**src/include/bodec_pkg.sv**
```systemverilog
// Constants, field layouts and carrier types of the byte-op instruction decoder
package bodec_pkg;

  // Four-bit opcode prefixes
  localparam logic [3:0] OP4_MISC = 4'h0;
  localparam logic [3:0] OP4_LOGIC = 4'h1;
  localparam logic [3:0] OP4_CMP = 4'h6;
  localparam logic [3:0] OP4_BIT_TOGGLE = 4'h7;
  localparam logic [3:0] OP4_BIT_SET = 4'h8;
  localparam logic [3:0] OP4_BIT_CLEAR = 4'h9;
  localparam logic [3:0] OP4_BIT_SKIP_SET = 4'hA;
  localparam logic [3:0] OP4_BIT_SKIP_CLR = 4'hB;
  localparam logic [3:0] OP4_FILE_MOVE = 4'hC;
  localparam logic [3:0] OP4_REL_JUMP = 4'hD;
  localparam logic [3:0] OP4_CONTROL = 4'hE;
  localparam logic [3:0] OP4_SECOND_WORD = 4'hF;

  // Six-bit byte-op codes, word bits 15:10
  localparam logic [5:0] OP6_DEC = 6'h01;
  localparam logic [5:0] OP6_OR = 6'h04;
  localparam logic [5:0] OP6_AND = 6'h05;
  localparam logic [5:0] OP6_XOR = 6'h06;
  localparam logic [5:0] OP6_COMPL = 6'h07;
  localparam logic [5:0] OP6_ADD_W_CARRY = 6'h08;
  localparam logic [5:0] OP6_ADD_W = 6'h09;
  localparam logic [5:0] OP6_INC = 6'h0A;
  localparam logic [5:0] OP6_DEC_SKIP_Z = 6'h0B;
  localparam logic [5:0] OP6_ROT_R_CARRY = 6'h0C;
  localparam logic [5:0] OP6_ROT_L_CARRY = 6'h0D;
  localparam logic [5:0] OP6_NIBBLE_SWAP = 6'h0E;
  localparam logic [5:0] OP6_INC_SKIP_Z = 6'h0F;
  localparam logic [5:0] OP6_ROT_R = 6'h10;
  localparam logic [5:0] OP6_ROT_L = 6'h11;
  localparam logic [5:0] OP6_INC_SKIP_NZ = 6'h12;
  localparam logic [5:0] OP6_DEC_SKIP_NZ = 6'h13;
  localparam logic [5:0] OP6_MOVE_FILE = 6'h14;
  localparam logic [5:0] OP6_SUB_F_W_B = 6'h15;
  localparam logic [5:0] OP6_SUB_W_F_B = 6'h16;
  localparam logic [5:0] OP6_SUB_W_F = 6'h17;

  // Seven-bit codes, word bits 15:9
  localparam logic [6:0] OP7_MULTIPLY = 7'h01;
  localparam logic [6:0] OP7_CMP_LESS = 7'h30;
  localparam logic [6:0] OP7_CMP_EQUAL = 7'h31;
  localparam logic [6:0] OP7_CMP_GREATER = 7'h32;
  localparam logic [6:0] OP7_TEST_ZERO = 7'h33;
  localparam logic [6:0] OP7_STORE_W = 7'h37;
  localparam logic [6:0] OP7_CALL_FIRST = 7'h76;

  // Eight-bit codes, word bits 15:8, and the all-zero 16-bit nop word
  localparam logic [7:0] OP8_JUMP_FIRST = 8'hEF;
  localparam logic [7:0] OP8_LOAD_FIRST = 8'hEE;
  localparam logic [15:0] WORD_NOP = 16'h0000;

  // Status flag positions and update masks
  localparam int FL_C = 0;
  localparam int FL_DC = 1;
  localparam int FL_Z = 2;
  localparam int FL_OV = 3;
  localparam int FL_N = 4;
  localparam logic [4:0] FL_NONE = 5'h00;
  localparam logic [4:0] FL_ALL = 5'h1F;
  localparam logic [4:0] FL_ZN = 5'h14;
  localparam logic [4:0] FL_CZN = 5'h15;

  // Data memory map
  localparam logic [7:0] ACCESS_SPLIT = 8'h80;
  localparam logic [3:0] ACCESS_LO_BANK = 4'h0;
  localparam logic [3:0] ACCESS_HI_BANK = 4'hF;
  localparam logic [11:0] PORT_FIRST_ADDR = 12'hF80;
  localparam logic [11:0] PORT_LAST_ADDR = 12'hF84;
  localparam logic [11:0] TIMER_ZERO_ADDR = 12'hFD6;

  typedef enum logic [1:0] {
    ST_FETCH = 2'h0,
    ST_SECOND = 2'h1,
    ST_SQUASH = 2'h3,
    ST_SQUASH2 = 2'h2
  } bodec_state_t;

  typedef enum logic [1:0] {
    PEND_NONE = 2'h0,
    PEND_MOVE = 2'h1,
    PEND_JUMP = 2'h2,
    PEND_CALL = 2'h3
  } bodec_pend_kind_t;

  typedef struct packed {
    bodec_pend_kind_t kind;
    logic fast;
    logic [11:0] field;
  } bodec_pend_t;

  typedef struct packed {
    logic valid;
    logic nop;
    logic [11:0] addr;
    logic [7:0] result;
    logic wr_file;
    logic wr_w;
    logic pin_src;
    logic presc_clear;
    logic [4:0] flags;
    logic [4:0] flag_mask;
    logic skip;
    logic [2:0] bit_sel;
    logic [7:0] literal;
    logic [15:0] product;
    logic move;
    logic [11:0] move_src;
    logic jump;
    logic rel;
    logic call;
    logic fast;
    logic [10:0] offset;
    logic [19:0] target;
  } bodec_exec_t;

endpackage

```
**src/verilog/bodec_decoder.sv**
```systemverilog
// Byte-op instruction decoder and byte-op execute control
`timescale 1ns/1ps

module bodec_decoder
  import bodec_pkg::*;
(
  // Clock and reset
  input wire logic clk,
  input wire logic srst,
  // Program memory word
  input wire logic instr_valid,
  input wire logic [15:0] instr_word,
  // Core state and operands for the current word
  input wire logic [7:0] working_register,
  input wire logic [3:0] bank_select_register,
  input wire logic [4:0] status_in,
  input wire logic [7:0] file_latch_data,
  input wire logic [7:0] pin_data,
  // Decoded execution control
  output bodec_exec_t exec_q
);

  bodec_state_t st_q;
  bodec_state_t st_d;
  bodec_pend_t pend_q;
  bodec_pend_t pend_d;
  bodec_exec_t exec_d;

  logic take_fetch;
  logic [5:0] op6;
  logic [6:0] op7;
  logic [11:0] eff_addr;
  logic is_port;
  logic [7:0] opnd;
  logic [7:0] bit_mask;
  logic two_word_first;

  logic [7:0] add_a;
  logic [7:0] add_b;
  logic add_cin;
  logic [8:0] add_sum;
  logic [4:0] add_low;
  logic add_ov;

  logic [7:0] res;
  logic carry_v;
  logic [2:0] cond_flag;
  logic cond_taken;

  assign take_fetch = instr_valid && (st_q == ST_FETCH);
  assign op6 = instr_word[15:10];
  assign op7 = instr_word[15:9];

  // Effective data address from the a bit and the low-byte file field
  always_comb begin
    if (instr_word[8]) begin
      eff_addr = {bank_select_register, instr_word[7:0]};
    end else if (instr_word[7:0] >= ACCESS_SPLIT) begin
      eff_addr = {ACCESS_HI_BANK, instr_word[7:0]};
    end else begin
      eff_addr = {ACCESS_LO_BANK, instr_word[7:0]};
    end
  end

  // Ports read back their pin levels, not the output latch
  assign is_port = (eff_addr >= PORT_FIRST_ADDR) && (eff_addr <= PORT_LAST_ADDR);
  assign opnd = is_port ? pin_data : file_latch_data;
  assign bit_mask = 8'h01 << instr_word[11:9];

  assign two_word_first = (instr_word[15:12] == OP4_FILE_MOVE) || (instr_word[15:8] == OP8_JUMP_FIRST)
    || (instr_word[15:8] == OP8_LOAD_FIRST) || (op7 == OP7_CALL_FIRST);

  // Shared adder operands
  always_comb begin
    add_a = opnd;
    add_b = working_register;
    add_cin = 1'b0;
    case (op6)
      OP6_ADD_W_CARRY: begin
        add_cin = status_in[FL_C];
      end
      OP6_INC, OP6_INC_SKIP_Z, OP6_INC_SKIP_NZ: begin
        add_b = 8'h00;
        add_cin = 1'b1;
      end
      OP6_DEC, OP6_DEC_SKIP_Z, OP6_DEC_SKIP_NZ: begin
        add_b = 8'hFF;
      end
      OP6_SUB_W_F: begin
        add_b = ~working_register;
        add_cin = 1'b1;
      end
      OP6_SUB_W_F_B: begin
        add_b = ~working_register;
        add_cin = status_in[FL_C];
      end
      OP6_SUB_F_W_B: begin
        add_a = working_register;
        add_b = ~opnd;
        add_cin = status_in[FL_C];
      end
      default: begin
        add_cin = 1'b0;
      end
    endcase
  end

  // Carry out means no borrow when subtracting, for both nibble and byte
  assign add_sum = {1'b0, add_a} + {1'b0, add_b} + {8'h00, add_cin};
  assign add_low = {1'b0, add_a[3:0]} + {1'b0, add_b[3:0]} + {4'h0, add_cin};
  assign add_ov = (add_a[7] == add_b[7]) && (add_sum[7] != add_a[7]);

  // Conditional branch flag select: Z, C, OV, N; low bit inverts
  always_comb begin
    case (instr_word[10:9])
      2'h0: cond_flag = 3'(FL_Z);
      2'h1: cond_flag = 3'(FL_C);
      2'h2: cond_flag = 3'(FL_OV);
      default: cond_flag = 3'(FL_N);
    endcase
  end
  assign cond_taken = status_in[cond_flag] ^ instr_word[8];

  // Decode of the current word
  always_comb begin
    exec_d = '0;
    st_d = st_q;
    pend_d = pend_q;
    res = 8'h00;
    carry_v = add_sum[8];
    exec_d.valid = instr_valid;
    if (instr_valid) begin
      case (st_q)
        ST_SECOND: begin
          st_d = ST_FETCH;
          pend_d.kind = PEND_NONE;
          exec_d.nop = (pend_q.kind == PEND_NONE);
          exec_d.move = (pend_q.kind == PEND_MOVE);
          exec_d.move_src = pend_q.field;
          exec_d.addr = instr_word[11:0];
          exec_d.jump = (pend_q.kind == PEND_JUMP) || (pend_q.kind == PEND_CALL);
          exec_d.call = (pend_q.kind == PEND_CALL);
          exec_d.fast = pend_q.fast;
          exec_d.target = {instr_word[11:0], pend_q.field[7:0]};
        end
        ST_SQUASH: begin
          exec_d.nop = 1'b1;
          st_d = two_word_first ? ST_SQUASH2 : ST_FETCH;
        end
        ST_SQUASH2: begin
          exec_d.nop = 1'b1;
          st_d = ST_FETCH;
        end
        default: begin
          exec_d.addr = eff_addr;
          exec_d.literal = instr_word[7:0];
          exec_d.bit_sel = instr_word[11:9];
          exec_d.flag_mask = FL_NONE;
          case (instr_word[15:12])
            OP4_MISC, OP4_LOGIC, 4'h2, 4'h3, 4'h4, 4'h5: begin
              exec_d.nop = (instr_word == WORD_NOP);
              if (op7 == OP7_MULTIPLY) begin
                exec_d.product = {8'h00, working_register} * {8'h00, opnd};
              end else if (op6 == OP6_DEC || instr_word[15:12] != OP4_MISC) begin
                exec_d.wr_w = ~instr_word[9];
                exec_d.wr_file = instr_word[9];
                exec_d.pin_src = is_port;
                res = add_sum[7:0];
                case (op6)
                  OP6_DEC, OP6_ADD_W, OP6_INC, OP6_ADD_W_CARRY,
                  OP6_SUB_W_F, OP6_SUB_W_F_B, OP6_SUB_F_W_B: begin
                    exec_d.flag_mask = FL_ALL;
                  end
                  OP6_OR: begin
                    res = opnd | working_register;
                    exec_d.flag_mask = FL_ZN;
                  end
                  OP6_AND: begin
                    res = opnd & working_register;
                    exec_d.flag_mask = FL_ZN;
                  end
                  OP6_XOR: begin
                    res = opnd ^ working_register;
                    exec_d.flag_mask = FL_ZN;
                  end
                  OP6_COMPL: begin
                    res = ~opnd;
                    exec_d.flag_mask = FL_ZN;
                  end
                  OP6_ROT_R_CARRY: begin
                    res = {status_in[FL_C], opnd[7:1]};
                    carry_v = opnd[0];
                    exec_d.flag_mask = FL_CZN;
                  end
                  OP6_ROT_L_CARRY: begin
                    res = {opnd[6:0], status_in[FL_C]};
                    carry_v = opnd[7];
                    exec_d.flag_mask = FL_CZN;
                  end
                  OP6_ROT_R: begin
                    res = {opnd[0], opnd[7:1]};
                    exec_d.flag_mask = FL_ZN;
                  end
                  OP6_ROT_L: begin
                    res = {opnd[6:0], opnd[7]};
                    exec_d.flag_mask = FL_ZN;
                  end
                  OP6_NIBBLE_SWAP: begin
                    res = {opnd[3:0], opnd[7:4]};
                  end
                  OP6_MOVE_FILE: begin
                    res = opnd;
                    exec_d.flag_mask = FL_ZN;
                  end
                  OP6_DEC_SKIP_Z, OP6_INC_SKIP_Z: begin
                    exec_d.skip = (add_sum[7:0] == 8'h00);
                  end
                  OP6_DEC_SKIP_NZ, OP6_INC_SKIP_NZ: begin
                    exec_d.skip = (add_sum[7:0] != 8'h00);
                  end
                  default: begin
                    exec_d.wr_w = 1'b0;
                    exec_d.wr_file = 1'b0;
                  end
                endcase
              end
            end
            OP4_CMP: begin
              case (op7)
                OP7_CMP_LESS: exec_d.skip = (opnd < working_register);
                OP7_CMP_EQUAL: exec_d.skip = (opnd == working_register);
                OP7_CMP_GREATER: exec_d.skip = (opnd > working_register);
                OP7_TEST_ZERO: exec_d.skip = (opnd == 8'h00);
                OP7_STORE_W: begin
                  res = working_register;
                  exec_d.wr_file = 1'b1;
                end
                default: exec_d.skip = 1'b0;
              endcase
            end
            OP4_BIT_TOGGLE, OP4_BIT_SET, OP4_BIT_CLEAR: begin
              exec_d.wr_file = 1'b1;
              exec_d.pin_src = is_port;
              if (instr_word[15:12] == OP4_BIT_TOGGLE) begin
                res = opnd ^ bit_mask;
              end else if (instr_word[15:12] == OP4_BIT_SET) begin
                res = opnd | bit_mask;
              end else begin
                res = opnd & ~bit_mask;
              end
            end
            OP4_BIT_SKIP_SET: exec_d.skip = |(opnd & bit_mask);
            OP4_BIT_SKIP_CLR: exec_d.skip = ~|(opnd & bit_mask);
            OP4_FILE_MOVE: begin
              pend_d = '{kind: PEND_MOVE, fast: 1'b0, field: instr_word[11:0]};
              st_d = ST_SECOND;
            end
            OP4_REL_JUMP: begin
              exec_d.jump = 1'b1;
              exec_d.rel = 1'b1;
              exec_d.call = instr_word[11];
              exec_d.offset = instr_word[10:0];
            end
            OP4_CONTROL: begin
              if (instr_word[15:8] == OP8_JUMP_FIRST) begin
                pend_d = '{kind: PEND_JUMP, fast: 1'b0, field: instr_word[11:0]};
                st_d = ST_SECOND;
              end else if (op7 == OP7_CALL_FIRST) begin
                pend_d = '{kind: PEND_CALL, fast: instr_word[8], field: instr_word[11:0]};
                st_d = ST_SECOND;
              end else if (instr_word[15:8] == OP8_LOAD_FIRST) begin
                pend_d = '{kind: PEND_NONE, fast: 1'b0, field: instr_word[11:0]};
                st_d = ST_SECOND;
              end else if (!instr_word[11]) begin
                exec_d.jump = cond_taken;
                exec_d.rel = cond_taken;
                exec_d.offset = {{3{instr_word[7]}}, instr_word[7:0]};
              end
            end
            default: begin
              exec_d.nop = 1'b1;
            end
          endcase
          exec_d.result = res;
          exec_d.flags = {res[7], add_ov, res == 8'h00, add_low[4], carry_v};
          exec_d.presc_clear = exec_d.wr_file && (eff_addr == TIMER_ZERO_ADDR);
          if (exec_d.skip || exec_d.rel) begin
            st_d = ST_SQUASH;
          end
        end
      endcase
    end
  end

  always_ff @(posedge clk) begin
    if (srst) begin
      st_q <= ST_FETCH;
    end else begin
      st_q <= st_d;
    end
  end

  always_ff @(posedge clk) begin
    if (srst) begin
      pend_q <= '0;
    end else begin
      pend_q <= pend_d;
    end
  end

  always_ff @(posedge clk) begin
    if (srst) begin
      exec_q <= '0;
    end else begin
      exec_q <= exec_d;
    end
  end

  a_dest_logic_flags: assert property (
    @(posedge clk) disable iff (srst)
    take_fetch && instr_word[15:12] == OP4_LOGIC |=>
      exec_q.wr_w == !$past(instr_word[9]) && exec_q.wr_file == $past(instr_word[9]) && exec_q.flag_mask == FL_ZN)
    else $error("logic op destination or flags wrong");

  a_bank_select: assert property (
    @(posedge clk) disable iff (srst)
    take_fetch && instr_word[15:12] == OP4_LOGIC && instr_word[8] |=>
      exec_q.addr == {$past(bank_select_register), $past(instr_word[7:0])})
    else $error("banked address wrong");

  a_access_low: assert property (
    @(posedge clk) disable iff (srst)
    take_fetch && instr_word[15:12] == OP4_LOGIC && !instr_word[8] && !instr_word[7] |=>
      exec_q.addr[11:8] == ACCESS_LO_BANK)
    else $error("access bank address wrong");

  a_sub_no_borrow: assert property (
    @(posedge clk) disable iff (srst)
    take_fetch && op6 == OP6_SUB_W_F |=>
      exec_q.flags[FL_C] == ($past(opnd) >= $past(working_register)) && exec_q.flag_mask == FL_ALL)
    else $error("subtract carry wrong");

  a_skip_no_flags: assert property (
    @(posedge clk) disable iff (srst)
    take_fetch && (op6 == OP6_DEC_SKIP_Z || op6 == OP6_INC_SKIP_NZ || instr_word[15:12] == OP4_CMP) |=>
      exec_q.flag_mask == FL_NONE)
    else $error("skip op altered flags");

  a_mul_no_flags: assert property (
    @(posedge clk) disable iff (srst)
    take_fetch && op7 == OP7_MULTIPLY |=>
      exec_q.flag_mask == FL_NONE && exec_q.product == {8'h00, $past(working_register)} * {8'h00, $past(opnd)})
    else $error("multiply result or flags wrong");

  a_flush_after_jump: assert property (
    @(posedge clk) disable iff (srst)
    exec_q.valid && (exec_q.rel || exec_q.skip) && instr_valid |=> exec_q.nop)
    else $error("word after jump or skip not flushed");

  a_stray_second_nop: assert property (
    @(posedge clk) disable iff (srst)
    take_fetch && instr_word[15:12] == OP4_SECOND_WORD |=> exec_q.nop && !exec_q.wr_file && !exec_q.jump)
    else $error("stray second word not a nop");

  a_jump_target: assert property (
    @(posedge clk) disable iff (srst)
    take_fetch && instr_word[15:8] == OP8_JUMP_FIRST ##1 instr_valid |=>
      exec_q.jump && exec_q.target == {$past(instr_word[11:0]), $past(instr_word[7:0], 2)})
    else $error("absolute target wrong");

  a_timer_presc: assert property (
    @(posedge clk) disable iff (srst)
    take_fetch && op6 == OP6_INC && instr_word[9] && eff_addr == TIMER_ZERO_ADDR |=> exec_q.presc_clear)
    else $error("prescaler clear missing");

endmodule

```
**config.mk**
```make
export PLATFORM = sky130hd
export DESIGN_NAME = bodec_decoder
export DESIGN_NICKNAME = d
export VERILOG_FILES = /design/src/include/bodec_pkg.sv /design/src/verilog/bodec_decoder.sv
export SDC_FILE = /design/constraint.sdc
export NUM_CORES = 1
export LEC_CHECK = 0
export CAP_MARGIN = 10
export CORE_ASPECT_RATIO = 1.25
export CORE_UTILIZATION = 65
export DETAILED_ROUTE_END_ITERATION = 12
export DONT_BUFFER_PORTS = 1
export PLACE_DENSITY = 0.81
export SLEW_MARGIN = 10
export SYNTH_ARGS = -nofsm -noshare
export SYNTH_HDL_FRONTEND = slang
export SYNTH_SLANG_ARGS = --single-unit
export TNS_END_PERCENT = 5
```
**constraint.sdc**
```tcl
create_clock -name clk -period 8.1 [get_ports clk]
set_input_delay 1.62 -clock clk [delete_from_list [all_inputs] [get_ports clk]]
set_output_delay 1.62 -clock clk [all_outputs]
set_load 0.05 [all_outputs]
```
* Word level (Yosys, flattened, before mapping) *
Cells that the tools add are included.

storage, ports and cells
  logic and storage cells = 234
  output and inout bits = 112
  register bits after elaboration = 129
  input bits = 52

cells by class
  add/sub/neg operators = 4
  bitwise operators = 20
  reduce and logical (&&, ||, !) cells = 49
  magnitude comparators = 6
  shift-type cells = 1
  $mul = 1
  equal/unequal tests = 59
  muxes and demuxes = 68

operators by type and width
  cell                                                              number
  8-bit case mux with 10 select lines                               1
  8-bit two-way mux                                                 9
  6-bit by 4-bit == test with 1-bit output (second input constant)  8
  6-bit by 5-bit == test with 1-bit output (second input constant)  8
  15-bit two-way mux                                                3
  11-bit two-way mux                                                4
  7-bit by 6-bit == test with 1-bit output (second input constant)  5
  8-bit case mux with 4 select lines                                1
  15-bit case mux with 2 select lines                               1
  4-bit == test (second input constant)                             7
  8-bit bitwise AND                                                 3
  6-bit by 3-bit == test with 1-bit output (second input constant)  4
  8-bit logical NOT                                                 3
  12-bit two-way mux                                                2
  2-bit two-way mux                                                 12
  8-bit NOT                                                         3
  12-bit case mux with 2 select lines                               1
  8-bit case mux with 3 select lines                                1
  11-bit case mux with 2 select lines                               1
  21-bit OR reduction                                               1
  7-bit OR reduction                                                3
  3-bit OR reduction                                                6
  9-bit OR reduction                                                2
  4-bit by 3-bit == test with 1-bit output (second input constant)  4
  58 further kinds                                                  115

* Logic depth before layout (Yosys ltp) *
  depth after elaboration = 20
  depth in mapped cells = 25

* Least setup slack after synthesis *
OpenSTA, ideal clock, no wires.

  path kind = input port to flip-flop
  start = input port instr_word[8]
  end = register exec_q[62] (netlist name)
  setup slack = 1,605 ps
  arrival = 6,368 ps
  library setup time = 128 ps
  data required time = 7,972 ps
  stages = 22
  cell sequence = buf_2 > inv_2 > o2111ai_4 > mux2_2 > inv_2 > buf_4 > nor2_1 > fa_1 > fa_1 > inv_1 > fa_1 > fa_1 > inv_1 > ha_1 > inv_1 > o21ai_0 > nand2_1 > a211o_1 > o21a_1 > o21ai_0 > xnor2_1 > nor2_1

on the way
  word-level cells in the longest chain between the ends = 5
  elaborated cells between the ends (all ways) = 6
  classes of those cells = 1 x mul; 2 x order compare; 2 x mux; 1 x reduce/logical

ends and longest elaborated chain
  what                                                                               RTL line              RTL
  from (decl)                                                                        bodec_decoder.sv:12   input wire logic [15:0] instr_word,
  12-bit two-way mux (*)                                                             bodec_decoder.sv:56   if (instr_word[8]) begin
  12-bit greater-or-equal comparator / 12-bit <= comparator (equally long branches)  bodec_decoder.sv:66   assign is_port = (eff_addr >= PORT_FIRST_ADDR) && (eff_addr <= PORT_LAST_ADDR);
  1-bit logical AND (*)                                                              bodec_decoder.sv:66
  8-bit two-way mux (*)                                                              bodec_decoder.sv:67   assign opnd = is_port ? pin_data : file_latch_data;
  8-bit by 8-bit multiplier with 16-bit output (*)                                   bodec_decoder.sv:163  exec_d.product = {8'h00, working_register} * {8'h00, opnd};
  to (signal assigned)                                                               bodec_decoder.sv:313  exec_q <= '0;
  to (signal assigned)                                                               bodec_decoder.sv:315  exec_q <= exec_d;
  to (decl)                                                                          bodec_decoder.sv:20   output bodec_exec_t exec_q

Every way passes the cells marked *; elsewhere a longest branch is shown, timed or not.
A chain may end at the register's enable or synchronous reset.

* Final worst setup path *
  start = input port instr_word[3]
  end = register exec_q[62] (netlist name)

on the way
  word-level cells in the longest chain between the ends = 7
  elaborated cells between the ends (all ways) = 8
  classes of those cells = 1 x mul; 3 x order compare; 3 x mux; 1 x reduce/logical

ends and longest elaborated chain
  what                                                                               RTL line              RTL
  8-bit greater-or-equal comparator                                                  bodec_decoder.sv:58   end else if (instr_word[7:0] >= ACCESS_SPLIT) begin
  12-bit two-way mux                                                                 bodec_decoder.sv:58
  12-bit two-way mux (*)                                                             bodec_decoder.sv:56
  12-bit greater-or-equal comparator / 12-bit <= comparator (equally long branches)  bodec_decoder.sv:66
  1-bit logical AND (*)                                                              bodec_decoder.sv:66
  8-bit two-way mux (*)                                                              bodec_decoder.sv:67
  8-bit by 8-bit multiplier with 16-bit output (*)                                   bodec_decoder.sv:163

Marked as above.

==> impl_metrics.csv <==
group,metric,value,unit
timing,tightest_slew,1050,ps
detailed_routing,viasPerCell,6.37,
power_and_ir_drop,p_comb_share,29.3,%
power_and_ir_drop,vdd_drop_max,150,uV
cts,numCtsBuffers,17,
timing,setup_violations,0,
floorplan,row_count,46,
finish,mostFrequentLayoutCell,"dfxtp_1",
detailed_routing,num_vias,7252,
setup_path,worst_setup_path_start_kind,"primary input",
floorplan,io_pins,164,
floorplan,die_w,104,microns
finish,antenna_cells,0,
detailed_routing,drc_errors,1,
power_and_ir_drop,internal-power,1270,uW
placement,place_ws,1170,ps
synthesis,netlist_instances,1007,
timing,setup_tns,0,ps
detailed_routing,wire_per_inst,19.5,microns
status,violations,"design-rule violations",
power_and_ir_drop,p_seq_share,34.2,%
timing,hold_viol,0,
cts,clk_pin_slew,60,ps
timing,setup_ws,1580,ps
timing,slew_headroom,29.7,%
cts,cts_resized,0,
finish,fin_nets,1127,
detailed_routing,drtPass1Iterations,11,
timing,grt_setup_unrepaired,"false",
setup_path,arrival,6800,ps
floorplan,die-area,13300,sq um
finish,area_growth,5.63,%
grt,grt_usage,33.6,%
timing,min_period,6520,ps
synthesis,synth_edf_count,0,
cts,post_cts_buffers,0,
finish,drive_gt1_share,7.42,%
synthesis,synth-seq-cells,118,
synthesis,syn_avg_cell_area,8.31,sq um
cts,clk_latency,420,ps
synthesis,synthArstFlopShare,0,%
cts,root_buffer,"clkbuf_16",
synthesis,ys_types,79,
grt,grt_max_degree,41,
power_and_ir_drop,p_total,2000,uW
cts,cts_tree,"yes",
power_and_ir_drop,pwr_density_cell,226,nW/um^2
finish,fillCellCount,960,
power_and_ir_drop,p_switching,735,uW
floorplan,core_area,12600,sq um
detailed_routing,dr.first_iter.drc_count,604,
grt,grt_overflow,0,
detailed_routing,wl,22200,microns
status,status,"complete, but fails checks",
finish,finalInstanceArea,8840,sq um
power_and_ir_drop,pwr-share-clk,36.5,%
detailed_routing,antenna_left,0,
placement,io_buffers,0,
setup_path,cp-end-kind,"flop",
hold_path,worstHoldPathType,"flop to flop",
cts,cts_buffer_depth,2,
grt,grt_pass1_wl,35200,microns
finish,final_cell_mix,"dfxtp_1 (118), nor2_1 (116), nand2_1 (98)",
timing,fin_skew,9.35,ps
timing,fmax,153,MHz
power_and_ir_drop,leakagePower,0.00397,uW
grt,antenna_found_initial,0,
setup_path,cp.required,8390,ps
floorplan,initial_utilization,66.4,%
placement,dp.final_hpwl,15800,microns
timing,drv_slew,0,
cts,h-tree-depth,4,
synthesis,synth_flop_cell,"dfxtp_1",
setup_path,path_class,"primary input to flop",
synthesis,yosys_warnings,0,
power_and_ir_drop,swShare,36.7,%
grt,grt_pass1_vias,6828,
synthesis,ys_seq_area_share,28.2,%
synthesis,mappedNetlistArea,8370,sq um
timing,finalCritPeriodShare,80.5,%
floorplan,die_y,129,microns
synthesis,synth_nets,1176,
cts,clock_sinks,118,
placement,place_area,8260,sq um
setup_path,cp_max_fo,13,
placement,gp_routability_congestion,0.958,
flow_run,drv_cap,0,
cts,hold_buffers,0,
state kept, by name (all words and copies together), names as in the netlist:
name and cells:
exec_q 101, pend_q 15, st_q 2
power groups by stage:
stage               logic, uW  clock network, uW  registers (uW)
floorplan                 496                  0             692
global placement          569                  0             697
detailed placement        580                  0             698
CTS                       588                736             685
global route              669                760             686
finish                    587                730             684
worst max-delay path, stage by stage:
cell       delay (ps)
nor4_4            380
o2111ai_4         340
mux2_2            490
inv_2             250
nor2_1             90
fa_1              400
fa_1              540
inv_1              50
fa_1              460
fa_1              550
inv_1              50
ha_1              280
inv_1              60
o21ai_0           240
nand2_1            90
a211o_1           290
o21a_1            210
o21ai_0           220
xnor2_1           140
nor2_1             50
cells by family after synthesis:
logic type | count (synthesis) | share of synthesized area (%)
muxes | 18 | 2.69
xor gates and xnor gates | 20 | 2.09
DFF | 118 | 28.2
and+or+nand+nor | 379 | 22.4
buffers and inverters | 160 | 8.11
adders and majority gates | 117 | 20.9
AOI/OAI and AO/OA | 195 | 15.6
synthesized netlist by cell type, types with 4 or more instances:
cell type / instances / area share, %
a211o_1: 5 / 0.52
a21o_1: 8 / 0.72
a21oi_1: 64 / 3.8
a221oi_1: 4 / 0.42
a22oi_1: 4 / 0.36
a31oi_1: 8 / 0.60
and2_1: 18 / 1.3
and3_1: 35 / 2.6
buf_1: 6 / 0.27
buf_2: 7 / 0.42
buf_4: 12 / 1.1
clkbuf_1: 42 / 1.9
dfxtp_1: 118 / 28
fa_1: 38 / 9.1
ha_1: 79 / 12
inv_1: 82 / 3.7
inv_2: 4 / 0.18
mux2_2: 7 / 0.94
mux2_4: 4 / 0.72
mux2i_1: 5 / 0.60
nand2_1: 98 / 4.4
nand2b_1: 12 / 0.90
nand3_1: 17 / 1.0
nand4_1: 5 / 0.37
nand4b_1: 5 / 0.52
nor2_1: 116 / 5.2
nor2b_1: 20 / 1.5
nor3_1: 21 / 1.3
nor4_1: 7 / 0.52
o211ai_1: 6 / 0.54
o21a_1: 4 / 0.36
o21ai_0: 25 / 1.5
o21ai_1: 5 / 0.30
o22ai_1: 15 / 1.1
o32a_1: 8 / 0.96
xnor2_1: 10 / 1.0
xor2_1: 10 / 1.0
routing by layer:
layer	vias up	part of all wire, %	GRT usage [%]
met2	429	50	60.0
li1	3335	-	-
met4	0	3.1	15.1
met5	-	0	0
met3	63	9.4	8.46
met1	3425	37	37.9
path summary, 6_finish.rpt:
| path | start | end | slack [ps] | depth (start not counted) |
|---|---|---|---|---|
| setup / recovery | instr_word[3] | exec_q[62] | 1580 | 20 |
| hold reg to reg | pend_q[9] | pend_q[9] | 440 | 2 |
| hold / removal | pend_q[9] | pend_q[9] | 440 | 2 |
| setup reg to reg | st_q[1] | exec_q[86] | 5120 | 7 |
final cells by class:
type	instances	area (sq um)	area share, %
well taps	168	210	2.38
multi-input cells	729	5340	60.3
repair buffers	2	15.0	0.170
clock inverters	15	154	1.74
clock buffers	17	425	4.81
flip-flops and latches	118	2360	26.7
inverters	90	340	3.85
per-stage QoR:
step	instances	util [%]	hold slack, ps
2_1_floorplan	1007	-	427
3_3_place_gp	1107	65.5	433
3_5_place_dp	1107	65.5	436
4_1_cts	1139	70.1	447
5_1_grt	1139	70.2	474
6_report	1139	70.2	445
(Power assumes the default switching activity.)
